===== src/tmh_pkg.sv =====
// Shared constants for the hardware-limit timer mode controller.
// Assumes an 8-bit register port with one-cycle strobes on clk_sys.
package tmh_pkg;

  localparam int unsigned ADDR_W = 3;
  localparam int unsigned DATA_W = 8;

  // Register indices on the plain register port
  localparam logic [2:0] OFS_COUNT  = 3'h0;
  localparam logic [2:0] OFS_PERIOD = 3'h1;
  localparam logic [2:0] OFS_CTRL   = 3'h2;
  localparam logic [2:0] OFS_MODE   = 3'h3;
  localparam logic [2:0] OFS_STATUS = 3'h4;

  // Control register fields
  localparam int unsigned CTRL_ON_BIT    = 7;
  localparam int unsigned CTRL_CKPS_LSB  = 4;
  localparam int unsigned CTRL_POSTSCALE_SELECT_LSB = 0;

  // Status register fields
  localparam int unsigned STAT_RUN_BIT   = 0;
  localparam int unsigned STAT_WAIT_BIT  = 1;
  localparam int unsigned STAT_ERS_BIT   = 2;
  localparam int unsigned STAT_DEBUG_BIT = 3;

  // Reset values
  localparam logic [7:0] COUNT_RESET  = 8'h00;
  localparam logic [7:0] PERIOD_RESET = 8'hFF;
  localparam logic [7:0] CTRL_RESET   = 8'h00;
  localparam logic [4:0] MODE_RESET   = 5'h00;

  // Mode field: class in [4:3], option in [2:0]
  localparam logic [1:0] CLS_FREE    = 2'h0;
  localparam logic [1:0] CLS_ONESHOT = 2'h1;
  localparam logic [1:0] CLS_MONO    = 2'h2;
  localparam logic [2:0] OPT_SOFT     = 3'h0;
  localparam logic [2:0] OPT_GATE_HI  = 3'h1;
  localparam logic [2:0] OPT_GATE_LO  = 3'h2;
  localparam logic [2:0] OPT_ANY_EDGE = 3'h3;
  localparam logic [2:0] OPT_RISE     = 3'h4;
  localparam logic [2:0] OPT_FALL     = 3'h5;
  localparam logic [2:0] OPT_LVL_LO   = 3'h6;
  localparam logic [2:0] OPT_LVL_HI   = 3'h7;

  // Spacing the trigger source must respect, in timer ticks
  localparam int unsigned ERS_EDGE_GAP_TICKS  = 6;
  localparam int unsigned ERS_LEVEL_MIN_TICKS = 3;

  typedef enum logic [2:0] {
    ST_IDLE = 3'b001,
    ST_WAIT = 3'b010,
    ST_RUN  = 3'b100
  } tmh_state_t;

endpackage


===== src/tmh_sync.sv =====
// Two-flop synchroniser for a bundle of independent levels.
// Assumes each bit is a slow level; bits are not coherent with each other.
`timescale 1ns/1ns
module tmh_sync #(
  parameter int unsigned WIDTH = 2
) (
  input  wire logic             clk_sys,
  input  wire logic             resetn,
  input  wire logic [WIDTH-1:0] asyncIn,
  output logic      [WIDTH-1:0] syncOut
);
  logic [WIDTH-1:0] stage1;

  always_ff @(posedge clk_sys or negedge resetn) begin
    if (!resetn) begin
      stage1  <= '0;
      syncOut <= '0;
    end else begin
      stage1  <= asyncIn;
      syncOut <= stage1;
    end
  end
endmodule


===== src/tmh_scaler.sv =====
// Wrap-around divider counter used for both prescaler and postscaler.
// Assumes limit is stable between clears; hit is combinational.
`timescale 1ns/1ns
module tmh_scaler #(
  parameter int unsigned WIDTH = 7
) (
  input  wire logic             clk_sys,
  input  wire logic             resetn,
  input  wire logic             clear,
  input  wire logic             advance,
  input  wire logic [WIDTH-1:0] limit,
  output logic                  hit
);
  logic [WIDTH-1:0] cnt;
  logic [WIDTH-1:0] next_cnt;

  assign hit      = advance && (cnt == limit);
  assign next_cnt = hit ? '0 : cnt + WIDTH'(1);

  always_ff @(posedge clk_sys or negedge resetn) begin
    if (!resetn) begin
      cnt <= '0;
    end else if (clear) begin
      cnt <= '0;
    end else if (advance) begin
      cnt <= next_cnt;
    end
  end
endmodule


===== src/tmh_mode_ctrl.sv =====
// Mode controller for an 8-bit period timer with hardware limit operation.
// Assumes a register master on clk_sys and asynchronous trigger and debug pins.
// How it works
// [RULE1] Mode bits [4:3] choose class, bits [2:0] choose start/reset/stop option.
// [RULE2] Trigger source keeps six timer ticks between edges in edge modes.
// [RULE3] Trigger source holds a level three timer ticks in level modes.
// [RULE4] Trigger activity is ignored while debug is active.
// [RULE5] Gate modes count only with enable and the selected trigger level.
// [RULE6] Edge-reset free modes count while enabled; chosen edge clears the count.
// [RULE7] Level-reset free modes hold count cleared during the reset level.
// [RULE8] Software one-shot starts on enable alone, ignoring the trigger.
// [RULE9] Edge-start one-shot needs enable and the chosen trigger edge.
// [RULE10] One-shot options 100-111 use trigger for both start and count reset.
// [RULE11] One-shot match clears enable and parks the count at zero.
// [RULE12] Monostable starts on edge; match parks count, enable stays set. Level monostable (options 110, 111) clears enable at match instead.
// [RULE13] Level monostable runs on one level, resets on the other.
// [RULE14] After enable recycles, a fresh qualifying edge is needed to start.
// [RULE15] Count equal to period clears on next tick and advances postscaler.
// [RULE16] Count write, control write, reset or trigger reset clears both scalers.
// [RULE17] Software-gate free mode counts every tick while enabled, else holds.
// [RULE18] Reserved mode codes are not to be programmed by software.
//
// Design decisions made here: strobed register access and the register addresses.
`timescale 1ns/1ns
module tmh_mode_ctrl
  import tmh_pkg::*;
#(
  parameter int unsigned CNT_W = 8
) (
  input  wire logic              clk_sys,
  input  wire logic              resetn,
  input  wire logic [ADDR_W-1:0] regAddr,
  input  wire logic [DATA_W-1:0] regWdata,
  input  wire logic              regWr,
  input  wire logic              regRd,
  output logic      [DATA_W-1:0] regRdata,
  input  wire logic              extResetSignal,
  input  wire logic              debugActive,
  output logic                   postscaledPulse,
  output logic                   periodMatch,
  output logic                   timerRunning
);

  generate
    if (CNT_W < 2 || CNT_W > DATA_W) begin : g_bad_width
      $error("CNT_W must lie between 2 and the register data width");
    end
  endgenerate

  function automatic logic addrIs(input logic [ADDR_W-1:0] a, input logic [2:0] ofs);
    addrIs = (a == ofs);
  endfunction

  // Register state
  logic [CNT_W-1:0] countValue;
  logic [CNT_W-1:0] periodValue;
  logic             onBit;
  logic [2:0]       ckps;
  logic [3:0]       postscaleSelect;
  logic [4:0]       modeBits;
  tmh_state_t       state;
  tmh_state_t       next_state;
  logic             ersLast;

  // Synchronised pins
  logic [1:0] pinSync;
  logic       ersSync;
  logic       debugSync;

  tmh_sync #(
    .WIDTH (2)
  ) u_sync (
    .clk_sys (clk_sys),
    .resetn  (resetn),
    .asyncIn ({debugActive, extResetSignal}),
    .syncOut (pinSync)
  );

  assign ersSync   = pinSync[0];
  assign debugSync = pinSync[1];

  // Register port decode
  logic wrCount;
  logic wrPeriod;
  logic wrCtrl;
  logic wrMode;
  assign wrCount  = regWr && addrIs(regAddr, OFS_COUNT);
  assign wrPeriod = regWr && addrIs(regAddr, OFS_PERIOD);
  assign wrCtrl   = regWr && addrIs(regAddr, OFS_CTRL);
  assign wrMode   = regWr && addrIs(regAddr, OFS_MODE);

  logic [DATA_W-1:0] ctrlView;
  logic [DATA_W-1:0] statusView;
  logic [DATA_W-1:0] readMux;
  assign ctrlView = {onBit, ckps, postscaleSelect};

  always_comb begin
    statusView                 = '0;
    statusView[STAT_RUN_BIT]   = (state == ST_RUN) || timerRunning;
    statusView[STAT_WAIT_BIT]  = (state == ST_WAIT);
    statusView[STAT_ERS_BIT]   = ersSync;
    statusView[STAT_DEBUG_BIT] = debugSync;
  end

  always_comb begin
    if (addrIs(regAddr, OFS_COUNT)) begin
      readMux = DATA_W'(countValue);
    end else if (addrIs(regAddr, OFS_PERIOD)) begin
      readMux = DATA_W'(periodValue);
    end else if (addrIs(regAddr, OFS_CTRL)) begin
      readMux = ctrlView;
    end else if (addrIs(regAddr, OFS_MODE)) begin
      readMux = {3'h0, modeBits};
    end else if (addrIs(regAddr, OFS_STATUS)) begin
      readMux = statusView;
    end else begin
      readMux = '0;
    end
  end

  // [RULE1] Mode class and option split
  logic [1:0] modeClass;
  logic [2:0] modeOpt;
  assign modeClass = modeBits[4:3];
  assign modeOpt   = modeBits[2:0];

  // Prescaler: divides clk_sys by 2**ckps to make the counting tick
  logic       tick;
  logic       scalerClr;
  logic       extEvt;
  logic [6:0] preLimit;
  assign preLimit = 7'((8'h01 << ckps) - 8'h01);

  tmh_scaler #(
    .WIDTH (7)
  ) u_prescale (
    .clk_sys (clk_sys),
    .resetn  (resetn),
    .clear   (scalerClr),
    .advance (1'b1),
    .limit   (preLimit),
    .hit     (tick)
  );

  // [RULE4] Debug freezes the trigger at its last sampled level
  logic ersEff;
  logic ersRise;
  logic ersFall;
  logic ersAny;
  assign ersEff  = debugSync ? ersLast : ersSync;
  assign ersRise = ersEff && !ersLast;
  assign ersFall = !ersEff && ersLast;
  assign ersAny  = ersRise || ersFall;

  logic matchNow;
  assign matchNow = (countValue == periodValue);

  // Start edge: options 001 rise, 000 and 010 fall, 011 any, 1x0 rise, 1x1 fall
  logic startEdge;
  logic levelMode;
  logic startLevel;
  assign startEdge = modeOpt[2] ? (modeOpt[0] ? ersFall : ersRise) :
                     (modeOpt == OPT_ANY_EDGE) ? ersAny :
                     (modeOpt == OPT_GATE_HI) ? ersRise : ersFall;
  assign levelMode  = (modeClass == CLS_MONO) && modeOpt[2] && modeOpt[1];
  assign startLevel = modeOpt[0] ? !ersEff : ersEff;

  // [RULE10] Trigger reset inside a running one-shot
  logic oneShotHwReset;
  assign oneShotHwReset = !modeOpt[2] ? 1'b0 :
                          !modeOpt[1] ? (modeOpt[0] ? ersFall : ersRise) :
                          (modeOpt[0] ? ersEff : !ersEff);

  // Free-running gate and reset terms
  logic freeGate;
  logic freeReset;
  always_comb begin
    freeGate  = 1'b1;
    freeReset = 1'b0;
    case (modeOpt)
      // [RULE5] Level gates
      OPT_GATE_HI:  freeGate = ersEff;
      OPT_GATE_LO:  freeGate = !ersEff;
      // [RULE6] Edge resets
      OPT_ANY_EDGE: freeReset = ersAny;
      OPT_RISE:     freeReset = ersRise;
      OPT_FALL:     freeReset = ersFall;
      // [RULE7] Level resets
      OPT_LVL_LO:   freeReset = !ersEff;
      OPT_LVL_HI:   freeReset = ersEff;
      default:      freeGate = 1'b1;
    endcase
  end

  // Per-tick control decisions
  logic step;
  logic cntClr;
  logic hwOffClr;
  always_comb begin
    next_state = state;
    step       = 1'b0;
    cntClr     = 1'b0;
    hwOffClr   = 1'b0;
    extEvt     = 1'b0;
    // [RULE14] Dropping enable forgets any armed start
    if (!onBit) begin
      next_state = ST_IDLE;
    end else if (tick) begin
      case (modeClass)
        CLS_FREE: begin
          // [RULE17] Plain software gate when no trigger term applies
          extEvt = freeReset;
          cntClr = freeReset;
          step   = freeGate && !freeReset;
        end
        CLS_ONESHOT, CLS_MONO: begin
          case (state)
            ST_IDLE: begin
              // [RULE8] Software start needs no trigger
              if (modeClass == CLS_ONESHOT && modeOpt == OPT_SOFT) begin
                next_state = ST_RUN;
              end else begin
                next_state = ST_WAIT;
              end
            end
            ST_WAIT: begin
              if (modeClass == CLS_MONO && (modeOpt == OPT_SOFT || modeOpt == OPT_RISE ||
                  modeOpt == OPT_FALL)) begin
                next_state = ST_WAIT;
              // [RULE13] Level start
              end else if (levelMode) begin
                if (startLevel) begin
                  next_state = ST_RUN;
                end
              // [RULE9] Edge start, fresh edge only
              end else if (startEdge) begin
                next_state = ST_RUN;
              end
            end
            ST_RUN: begin
              if (levelMode && !startLevel) begin
                // [RULE13] Opposite level resets and re-arms
                cntClr     = 1'b1;
                extEvt     = 1'b1;
                next_state = ST_WAIT;
              end else if (modeClass == CLS_ONESHOT && oneShotHwReset) begin
                // [RULE10] Trigger reset of the count
                cntClr = 1'b1;
                extEvt = 1'b1;
              end else begin
                step = 1'b1;
                if (matchNow) begin
                  if (modeClass == CLS_ONESHOT || levelMode) begin
                    // [RULE11] Enable dropped at end of shot
                    hwOffClr   = 1'b1;
                    next_state = ST_IDLE;
                  end else begin
                    // [RULE12] Park and wait, enable kept
                    next_state = ST_WAIT;
                  end
                end
              end
            end
            default: next_state = ST_IDLE;
          endcase
        end
        default: next_state = ST_IDLE;
      endcase
    end
  end

  // [RULE15] Match clears the count on the counting tick after it is seen
  logic             postHit;
  logic             matchStep;
  logic [CNT_W-1:0] next_count;
  assign matchStep  = step && matchNow;
  assign next_count = matchNow ? '0 : countValue + CNT_W'(1);

  // [RULE16] Scaler clear sources
  assign scalerClr = wrCount || wrCtrl || extEvt;

  tmh_scaler #(
    .WIDTH (4)
  ) u_postscale (
    .clk_sys (clk_sys),
    .resetn  (resetn),
    .clear   (scalerClr),
    .advance (matchStep),
    .limit   (postscaleSelect),
    .hit     (postHit)
  );

  always_ff @(posedge clk_sys or negedge resetn) begin
    if (!resetn) begin
      countValue <= CNT_W'(COUNT_RESET);
    end else if (wrCount) begin
      countValue <= regWdata[CNT_W-1:0];
    end else if (cntClr) begin
      countValue <= '0;
    end else if (step) begin
      countValue <= next_count;
    end
  end

  always_ff @(posedge clk_sys or negedge resetn) begin
    if (!resetn) begin
      periodValue <= CNT_W'(PERIOD_RESET);
      modeBits    <= MODE_RESET;
    end else begin
      if (wrPeriod) begin
        periodValue <= regWdata[CNT_W-1:0];
      end
      if (wrMode) begin
        modeBits <= regWdata[4:0];
      end
    end
  end

  // A software write beats a same-cycle end-of-shot clear
  always_ff @(posedge clk_sys or negedge resetn) begin
    if (!resetn) begin
      onBit           <= CTRL_RESET[CTRL_ON_BIT];
      ckps            <= CTRL_RESET[CTRL_CKPS_LSB +: 3];
      postscaleSelect <= CTRL_RESET[CTRL_POSTSCALE_SELECT_LSB +: 4];
    end else if (wrCtrl) begin
      onBit           <= regWdata[CTRL_ON_BIT];
      ckps            <= regWdata[CTRL_CKPS_LSB +: 3];
      postscaleSelect <= regWdata[CTRL_POSTSCALE_SELECT_LSB +: 4];
    end else if (hwOffClr) begin
      onBit <= 1'b0;
    end
  end

  always_ff @(posedge clk_sys or negedge resetn) begin
    if (!resetn) begin
      state   <= ST_IDLE;
      ersLast <= 1'b0;
    end else begin
      state <= next_state;
      if (tick) begin
        ersLast <= ersEff;
      end
    end
  end

  always_ff @(posedge clk_sys or negedge resetn) begin
    if (!resetn) begin
      regRdata        <= '0;
      postscaledPulse <= 1'b0;
      periodMatch     <= 1'b0;
      timerRunning    <= 1'b0;
    end else begin
      regRdata        <= regRd ? readMux : '0;
      postscaledPulse <= postHit;
      periodMatch     <= matchStep;
      timerRunning    <= onBit && (modeClass == CLS_FREE || next_state == ST_RUN);
    end
  end

endmodule


===== config.mk =====
export PLATFORM = sky130hd
export DESIGN_NAME = tmh_mode_ctrl
export DESIGN_NICKNAME = d
export VERILOG_FILES = /design/src/tmh_pkg.sv /design/src/tmh_sync.sv /design/src/tmh_scaler.sv /design/src/tmh_mode_ctrl.sv
export SDC_FILE = /design/constraint.sdc
export NUM_CORES = 1
export LEC_CHECK = 0
export BUFFER_PORTS_ARGS = -buffer_cell sky130_fd_sc_hd__buf_4
export CORE_UTILIZATION = 50
export CTS_CLUSTER_DIAMETER = 150
export DETAILED_ROUTE_END_ITERATION = 7
export PLACE_DENSITY = 0.79
export SLEW_MARGIN = 25
export SYNTH_ARGS = -nofsm -noshare
export SYNTH_HDL_FRONTEND = slang
export SYNTH_SLANG_ARGS = --single-unit

===== constraint.sdc =====
create_clock -name clk_sys -period 6.5 [get_ports clk_sys]
set_input_delay 0.65 -clock clk_sys [delete_from_list [all_inputs] [get_ports clk_sys]]
set_output_delay 0.65 -clock clk_sys [all_outputs]
set_load 0.02 [all_outputs]

# == Word level (Yosys, flattened, before mapping) ==
# Cells that the tools add are included.
# op_classes
addsub,4
multipliers,0
n_div,0
order_cmp,0
eq_ne,20
shifts,1
muxes,61
bitwise,0
n_reduce_logical,35
# op_table
op,n
$mux 8,8
$mux 3,10
$mux 1,29
$eq 3x3->1 const B,7
$logic_and 1x1->1,16
$mux 4,4
$eq 3x2->1 const B,5
$mux 7,2
$eq 3x1->1 const B,3
$pmux 3 s3,1
$add 8x1->8 const B,1
$eq 8x8->1,1
$logic_or 1x1->1,8
$add 7x1->7 const B,1
$eq 7x7->1,1
$shl 1x3->7 const A,1
$sub 7x1->7 const B,1
$logic_not 3->1,2
$pmux 1 s2,3
$pmux 3 s2,1
$mux 5,1
$pmux 1 s5,1
$add 4x1->4 const B,1
$eq 4x4->1,1
8 further kinds,12
# word_totals
register_bits,59
latch_bits,0
mem_bits_rw,0
romBits,0
inputBits,17
out_inout_bits,11
n_memories,0

# == Logic depth before layout (Yosys ltp) ==
# Gate-level depths: netlist of run 1.
# logic_depth
depth_word,18
mapped_depth,10
mapped_depth_nobuf,10

# == Hierarchy ==
# From an unflattened synthesis of run 1, not the netlist that was laid out.
# hier_totals
hier_cells,366
area_unflattened_um2,3668.5
# modules_own_cells
module,instances,cells_per_inst,area_each_um2,seq_area_each_um2
tmh_mode_ctrl,1,292,2872.8,1112.3
tmh_scaler at u_prescale,1,44,425.4,175.2
tmh_scaler at u_postscale,1,26,270.3,100.1
tmh_sync,1,4,100.1,100.1

# == Worst setup path before layout of run 1 ==
# Ideal clock, no wire load.
# synth_timing
path_type,flip-flop to flip-flop
from,reg u_sync.syncOut[1]
to,reg u_postscale.cnt[2]
setup_time_ps,77
arrival_time_ps,2486
t_required_ps,6423
setup_slack_ps,3936
path_stages_with_launch,11
period_less_slack_ps,2564
path_cell_list,dfrtp_1 -> mux2i_4 -> inv_1 -> ha_1 -> mux2_4 -> a31oi_1 -> nand2_1 -> o22ai_2 -> nand3_2 -> or4b_1 -> a21oi_1
# synth_via
elab_chain_len,18
word_cells_on_any_way,36
classes_between,23 x mux; 13 x reduce/logical
# synth_rtl
item,line,text
start: declaration,tmh_sync.sv:10,output logic [WIDTH-1:0] syncOut
start signal: assignment,tmh_sync.sv:20,syncOut <= stage1;
$mux 1 *,tmh_mode_ctrl.sv:150,assign ersEff = debugSync ? ersLast : ersSync;
via ersEff,tmh_mode_ctrl.sv:146,logic ersEff;
$logic_not 1->1,-,
$logic_and 1x1->1,tmh_mode_ctrl.sv:152,assign ersFall = !ersEff && ersLast;
$mux 1 (2 in a row),tmh_mode_ctrl.sv:171,!modeOpt[1] ? (modeOpt[0] ? ersFall : ersRise) :
$mux 1,tmh_mode_ctrl.sv:170,assign oneShotHwReset = !modeOpt[2] ? 1'b0 :
$logic_and 1x1->1,tmh_mode_ctrl.sv:246,end else if (modeClass == CLS_ONESHOT && oneShotHwReset) begin
$mux 1,tmh_mode_ctrl.sv:246,
(+2 left out),-,
$pmux 1 s2,tmh_mode_ctrl.sv:209,case (modeClass)
$mux 1,tmh_mode_ctrl.sv:208,end else if (tick) begin
$mux 1,tmh_mode_ctrl.sv:206,if (!onBit) begin
$logic_and 1x1->1,tmh_mode_ctrl.sv:276,assign matchStep = step && matchNow;
$logic_and 1x1->1,tmh_scaler.sv:17,assign hit = advance && (cnt == limit);
$mux 4,tmh_scaler.sv:18,assign next_cnt = hit ? '0 : cnt + WIDTH'(1);
$mux 4,tmh_scaler.sv:25,end else if (advance) begin
$mux 4,tmh_scaler.sv:23,end else if (clear) begin
end signal: assignment,tmh_scaler.sv:26,cnt <= next_cnt;
end: declaration,tmh_scaler.sv:14,logic [WIDTH-1:0] cnt;
# The timed path passes the listed nets; every way through them passes the cells marked *. The select of a mux whose other input is x is not followed.
# A chain may end at the register's enable or synchronous reset.

# == Worst setup path after layout of run 1 ==
# Ends and elaborated chain as after synthesis.

==> impl_metrics.py, run 1 <==
metrics = {
    "sta": {
        "worst_pin_slew_ns": 0.865,
        "drv_slew": 0,
        "tns_ns": 0,
        "min_period_over_period": 0.442,
        "fmaxAchievable_ghz": 0.348,
        "worst_clock_skew_ns": 0.00734,
        "maxSlewHeadroom": 0.422,
        "rsz0062_at_grt": "no",
        "min_period_ns": 2.87,
        "finalSetupViolCount": 0,
        "finalHoldViolCount": 0,
    },
    "yosys": {
        "synth_warnings": 0,
        "ys_ff_latch": 59,
        "syn_area_um2": 3620,
        "syn_nets": 399,
        "syn-mean-instance-area_um2": 9.70,
        "netlist_instances": 373,
        "async_flop_share": 1.00,
        "synth_flop_cell": "dfrtp_1",
        "ys_types": 75,
        "synth_edf_count": 0,
        "seq_area_frac_synth": 0.411,
    },
    "routing": {
        "routed_wl_mm": 8.50,
        "wl_per_cell_um": 17.1,
        "drc": 0,
        "dr.pass1.iters": 6,
        "vias": 2987,
        "drt-initial-drc-count": 189,
        "ant_nets": 0,
        "viasPerCell": 6.02,
    },
    "die": {
        "coreArea_um2": 6910,
        "fp.dieW_um": 87.1,
        "num_rows": 30,
        "die_area_um2": 7580,
        "die_y_um": 87.1,
        "num_io_pins": 28,
        "initial_core_util": 0.524,
    },
    "finish": {
        "area_growth_pct": 13.2,
        "fin_area_um2": 4100,
        "diodes": 0,
        "nets": 421,
        "drive_above_1_share": 0.225,
        "fillers": 594,
        "final_core_util": 0.593,
    },
    "global_route": {
        "grt_max_degree": 60,
        "grt_pass1_wl_mm": 14.1,
        "grt_pass1_vias": 2813,
        "antenna_found_initial": 0,
        "grt_usage": 0.246,
        "grt-ovfl-total": 0,
    },
    "clock_tree": {
        "cts_buffer_depth": 2,
        "cts_root_buf": "clkbuf_8",
        "postCtsSetupRepairBufs": 0,
        "cts_tree": "yes",
        "cts.sinks": 59,
        "insertion_delay_ns": 0.34,
        "ctsHoldBuffers": 0,
        "clk_pin_slew_ns": 0.07,
        "h-tree-depth": 3,
        "ctsResizeCount": 0,
        "cts_buffers": 9,
    },
    "worst_setup_path": {
        "cp-start-kind": "register",
        "cp_cell_sequence": "mux2i_4 -> inv_1 -> ha_1 -> mux2_4 -> a31oi_1 -> nand2_1 -> o22ai_2 -> nand3_2 -> or4b_1 -> a21oi_1",
        "reg2reg_from": "u_sync.syncOut[1]$_DFF_PN0_",
        "slowest_stage": "or4b_1",
        "critical_path_class": "reg2reg",
        "cp-startpoint": "u_sync.syncOut[1]$_DFF_PN0_",
        "slowest_delay_ns": 0.50,
        "crit_required_ns": 6.76,
        "critical_path_peak_fanout": 7,
        "end_kind": "register",
        "arrival_ns": 3.13,
    },
    "outcome": {
        "outcome": "complete, no violations",
    },
    "pwr": {
        "p_leak_nw": 1.76,
        "ir_drop_uv": 172,
        "powerDensity_nw_per_um2": 325,
    },
    "placed_design": {
        "dp_hpwl_mm": 5.95,
        "place_area_um2": 3880,
        "port_buffers": 27,
        "gp_congestion": 0.936,
    },
    "hold_path": {
        "min_path_type": "in2async",
    },
    "flow_run": {
        "drv_cap": 0,
    },
}
[Yosys cell counts, types with 9 or more instances]
library cell	count	area [um2]
dfrtp_1	50	1250
inv_1	14	52.6
dfstp_2	9	236
nand2_1	26	97.6
ha_1	9	113
mux2i_1	9	90.1
nor2_1	34	128
xnor2_1	12	105
a21oi_1	14	70.1
nand3_1	14	70.1
clkbuf_1	11	41.3
mux2_2	20	225
o21ai_0	20	100
[final cells by class]
| type | count | area (um2) | share of cell area |
|---|---|---|---|
| multi-input combinational | 283 | 2010 | 0.492 |
| tap | 96 | 120 | 0.0293 |
| sequential | 59 | 1490 | 0.363 |
| clock buffer | 12 | 165 | 0.0403 |
| inverter | 14 | 52.6 | 0.0128 |
| clock inverter | 4 | 47.5 | 0.0116 |
| timing repair buffer | 28 | 210 | 0.0513 |
[layout by cell type (no fill, tap or decap), types with 5 or more instances in the layout]
cell type  count
mux2i_1        9
mux2_2        20
ha_1           9
inv_1         14
dfrtp_1       50
o21ai_0       20
buf_4         28
nand2b_1       5
dfstp_2        9
nand2_1       26
o21ai_1        5
a211oi_1       5
xor2_1         7
xnor2_1       12
nor2b_1        6
clkbuf_8      12
a21oi_1       14
and3_1         7
nand3_1       14
nor2_1        34
[worst paths after layout]
check                                                       to  slack [ns]  depth (start not counted)
worst max-delay path            u_postscale.cnt[2]$_DFFE_PN0P_        3.63                         10
worst min-delay path               u_prescale.cnt[4]$_DFF_PN0_        0.36                          1
worst max register to register  u_postscale.cnt[2]$_DFFE_PN0P_        3.63                         10
worst min register to register     u_sync.syncOut[1]$_DFF_PN0_        0.37                          0
max in group asynchronous            countValue[4]$_DFFE_PN0P_        5.64                          1
min in group clk_sys               u_sync.syncOut[1]$_DFF_PN0_        0.37                          0
[worst max-delay path: cells and delay by family, from the launching register on]
family | cells | cell delay, ns
compound gates | 3 | 0.60
fa+ha+maj | 1 | 0.25
buf+inv | 1 | 0.11
flops | 1 | 0.41
mux | 2 | 0.65
simple gates | 3 | 0.78
[cell families after synthesis]
family	Yosys count	synth area share
AOI/OAI and AO/OA	92	0.178
muxes	32	0.104
and+or+nand+nor	130	0.190
xor gates and xnor gates	20	0.0505
adders and majority gates	9	0.0311
DFF	59	0.411
buffers and inverters	31	0.0353
[per-layer routing]
metal  share of wire  wire length (um)  up-vias  track usage
met5               0                 0        -            0
met4           0.032               272        0        0.124
met3           0.072               611       25       0.0588
met2            0.46              3940      135        0.366
met1            0.43              3680     1425        0.335
li1                -                 -     1402            -
[metrics by stage]
stage | total power, mW | hold WS [ns] | worst slack, ns | instances
floorplan | 0.864 | 0.331 | 3.94 | 373
global placement | 0.956 | 0.372 | 3.80 | 480
detailed placement | 0.972 | 0.350 | 3.68 | 480
CTS | 1.34 | 0.375 | 3.65 | 496
global route | 1.42 | 0.373 | 3.39 | 496
finish | 1.33 | 0.360 | 3.63 | 496
[where the power goes]
part / total (mW) / switching (mW) / internal, mW
clock: 0.354 / 0.147 / 0.207
combinational: 0.424 / 0.228 / 0.197
sequential: 0.553 / 0.109 / 0.444
total: 1.33 / 0.483 / 0.848
[registers in the layout, summed over array words and instances (netlist names)]
name             count
u_prescale.cnt       7
postscaleSelect      4
ersLast              1
modeBits             5
u_sync.stage1        2
u_sync.syncOut       2
periodValue          8
countValue           8
timerRunning         1
state                3
u_postscale.cnt      4
onBit                1
ckps                 3
periodMatch          1
regRdata             8
postscaledPulse      1
(Power assumes the default switching activity.)
==> run 2: changes to the inputs <==
Settings changed: PLACE_DENSITY 0.79 to 0.82.
Clock period 6.5 ns to 2.4 ns, I/O delays scaled along.
==> run 2 against run 1 <==
  * The run now ends with negative setup slack left
  * Worst setup slack got worse by 3.8 ns
  * Sequential cell count unchanged
  * Wire length increased by 5.9%
  * Power increased to 2.9 times the previous value
  * Count of clock-buffer cells in the layout decreased by 2
  * Design area increased by 6.6%
  * Clock skew increased by 0.0041 ns
  * Critical path depth unchanged
  * Utilization increased by 3.9 points
  * Critical endpoint is now countValue[6]$_DFFE_PN0P_
==> impl_metrics.py, run 2 (synthesis results as in run 1) <==
metrics = {
    "worst_setup_path": {
        "cp_cell_sequence": "mux2i_4 -> inv_2 -> ha_4 -> mux2_4 -> o211ai_1 -> a22oi_2 -> a32o_2 -> nand4bb_1 -> or3_1 -> nand3_1",
        "critPathBufInv": 1,
        "slowest_delay_ns": 0.40,
        "critical_path_class": "reg2reg",
        "end_kind": "register",
        "crit_required_ns": 2.69,
        "slowest_stage": "dfrtp_1",
        "cp-start-kind": "register",
        "critical_path_peak_fanout": 5,
        "crit_family": "simple AND/OR/NAND/NOR gates",
        "r2r_slack_ns": -0.14,
        "arrival_ns": 2.82,
    },
    "finish": {
        "final_cell_mix": "buf_4 (51), dfrtp_1 (50), nor2_1 (34)",
        "largest_registers": "countValue x8, periodValue x8, regRdata x8",
        "drive_above_1_share": 0.289,
        "fin_area_um2": 4370,
        "diodes": 0,
        "mostFrequentLayoutCell": "buf_4",
        "area_growth_pct": 20.7,
        "multi_input_area_um2": 2090,
        "fillers": 562,
        "nets": 447,
        "seq_area_um2": 1490,
    },
    "die": {
        "coreArea_um2": 6910,
        "die_y_um": 87.1,
        "num_rows": 30,
        "initial_core_util": 0.524,
        "fp.dieW_um": 87.1,
        "num_io_pins": 28,
        "die_area_um2": 7580,
    },
    "routing": {
        "route.met2.wl_mm": 4.58,
        "dr.pass1.iters": 4,
        "met1_length_mm": 3.75,
        "routed_wl_mm": 9.00,
        "viasPerCell": 5.98,
        "ant_nets": 0,
        "met3_length_um": 493,
        "drt-initial-drc-count": 236,
        "vias": 3120,
        "wl_per_cell_um": 17.2,
        "drc": 0,
        "top_layer_used": "met4",
    },
    "clock_tree": {
        "insertion_delay_ns": 0.35,
        "cts.sinks": 59,
        "cts_root_buf": "clkbuf_8",
        "clk_pin_slew_ns": 0.07,
        "cts_buffers": 9,
        "h-tree-depth": 3,
        "cts_tree": "yes",
        "cts_buffer_depth": 2,
    },
    "sta": {
        "min_period_ns": 2.54,
        "finalSetupViolCount": 14,
        "worst_pin_slew_ns": 0.858,
        "maxSlewHeadroom": 0.423,
        "min_period_over_period": 1.06,
        "drv_slew": 0,
        "worst_clock_skew_ns": 0.0115,
        "fmaxAchievable_ghz": 0.394,
        "rsz0062_at_grt": "yes",
        "fin_ws_ns": -0.138,
        "finalHoldViolCount": 0,
    },
    "pwr": {
        "powerDensity_nw_per_um2": 872,
        "p_leak_nw": 1.90,
        "ir_drop_uv": 427,
        "power_mw": 3.81,
    },
    "placed_design": {
        "dp_hpwl_mm": 6.43,
        "place_area_um2": 4040,
        "port_buffers": 27,
        "gp_congestion": 0.873,
    },
    "global_route": {
        "grt-ovfl-total": 0,
        "antenna_found_initial": 0,
        "grt_usage": 0.257,
        "grt_max_degree": 60,
        "grt_pass1_vias": 3000,
        "grt_pass1_wl_mm": 14.6,
    },
    "flow_run": {
        "drv_cap": 0,
    },
    "hold_path": {
        "min_path_type": "in2reg",
    },
    "outcome": {
        "failed_checks": "negative setup slack",
        "outcome": "complete, but fails checks",
    },
}
run 2: final timing paths:
check                                                  from  cells after the start                          end
worst min register to register   u_sync.stage1[0]$_DFF_PN0_                      0  u_sync.syncOut[0]$_DFF_PN0_
max in group asynchronous                            resetn                      2        regRdata[2]$_DFF_PN0_
min in group asynchronous                            resetn                      2        regRdata[1]$_DFF_PN0_
worst max-delay path            u_sync.syncOut[1]$_DFF_PN0_                     10    countValue[6]$_DFFE_PN0P_
worst max register to register  u_sync.syncOut[1]$_DFF_PN0_                     10    countValue[6]$_DFFE_PN0P_
worst min-delay path                            regWdata[6]                      2          ckps[2]$_DFFE_PN0P_
run 2: power breakdown:
part	internal (mW)	switching, mW	total (mW)
sequential	1.20	0.280	1.48
combinational	0.651	0.695	1.35
clock	0.577	0.405	0.982
run 2: through the flow:
step / hold WS (ns) / cells / TNS, ns / setup slack (ns) / utilization
floorplan: -0.0556 / 373 / -0.118 / -0.0616 / -
finish: 0.149 / 522 / -1.38 / -0.138 / 0.632
detailed placement: 0.336 / 498 / -0.799 / -0.133 / 0.585
global route: 0.147 / 522 / -3.11 / -0.260 / 0.632
global placement: 0.338 / 498 / -0.0473 / -0.0244 / 0.585
CTS: 0.126 / 519 / -0.877 / -0.119 / 0.622
run 2: repair_timing:
action	4_1_cts	5_1_grt
resized for setup	2	10
setup buffers	2	3
hold buffers	3	0
endpoints found under the setup margin	12	17
gates cloned	0	0
endpoints found under the hold margin	52	0
pin swaps	2	1
run 2: routing by layer:
| layer | track usage | vias to the layer above |
|---|---|---|
| met1 | 0.322 | 1557 |
| met5 | 0 | - |
| met4 | 0.100 | 0 |
| li1 | - | 1454 |
| met3 | 0.0521 | 16 |
| met2 | 0.437 | 93 |
run 2: cell type report:
| type | instances | share of cell area |
|---|---|---|
| Sequential cell | 59 | 0.341 |
| Clock buffer | 10 | 0.0292 |
| Tap cell | 96 | 0.0275 |
| Multi-Input combinational cell | 283 | 0.478 |
| Timing Repair Buffer | 54 | 0.0945 |
| Inverter | 14 | 0.0120 |
| Clock inverter | 6 | 0.0183 |
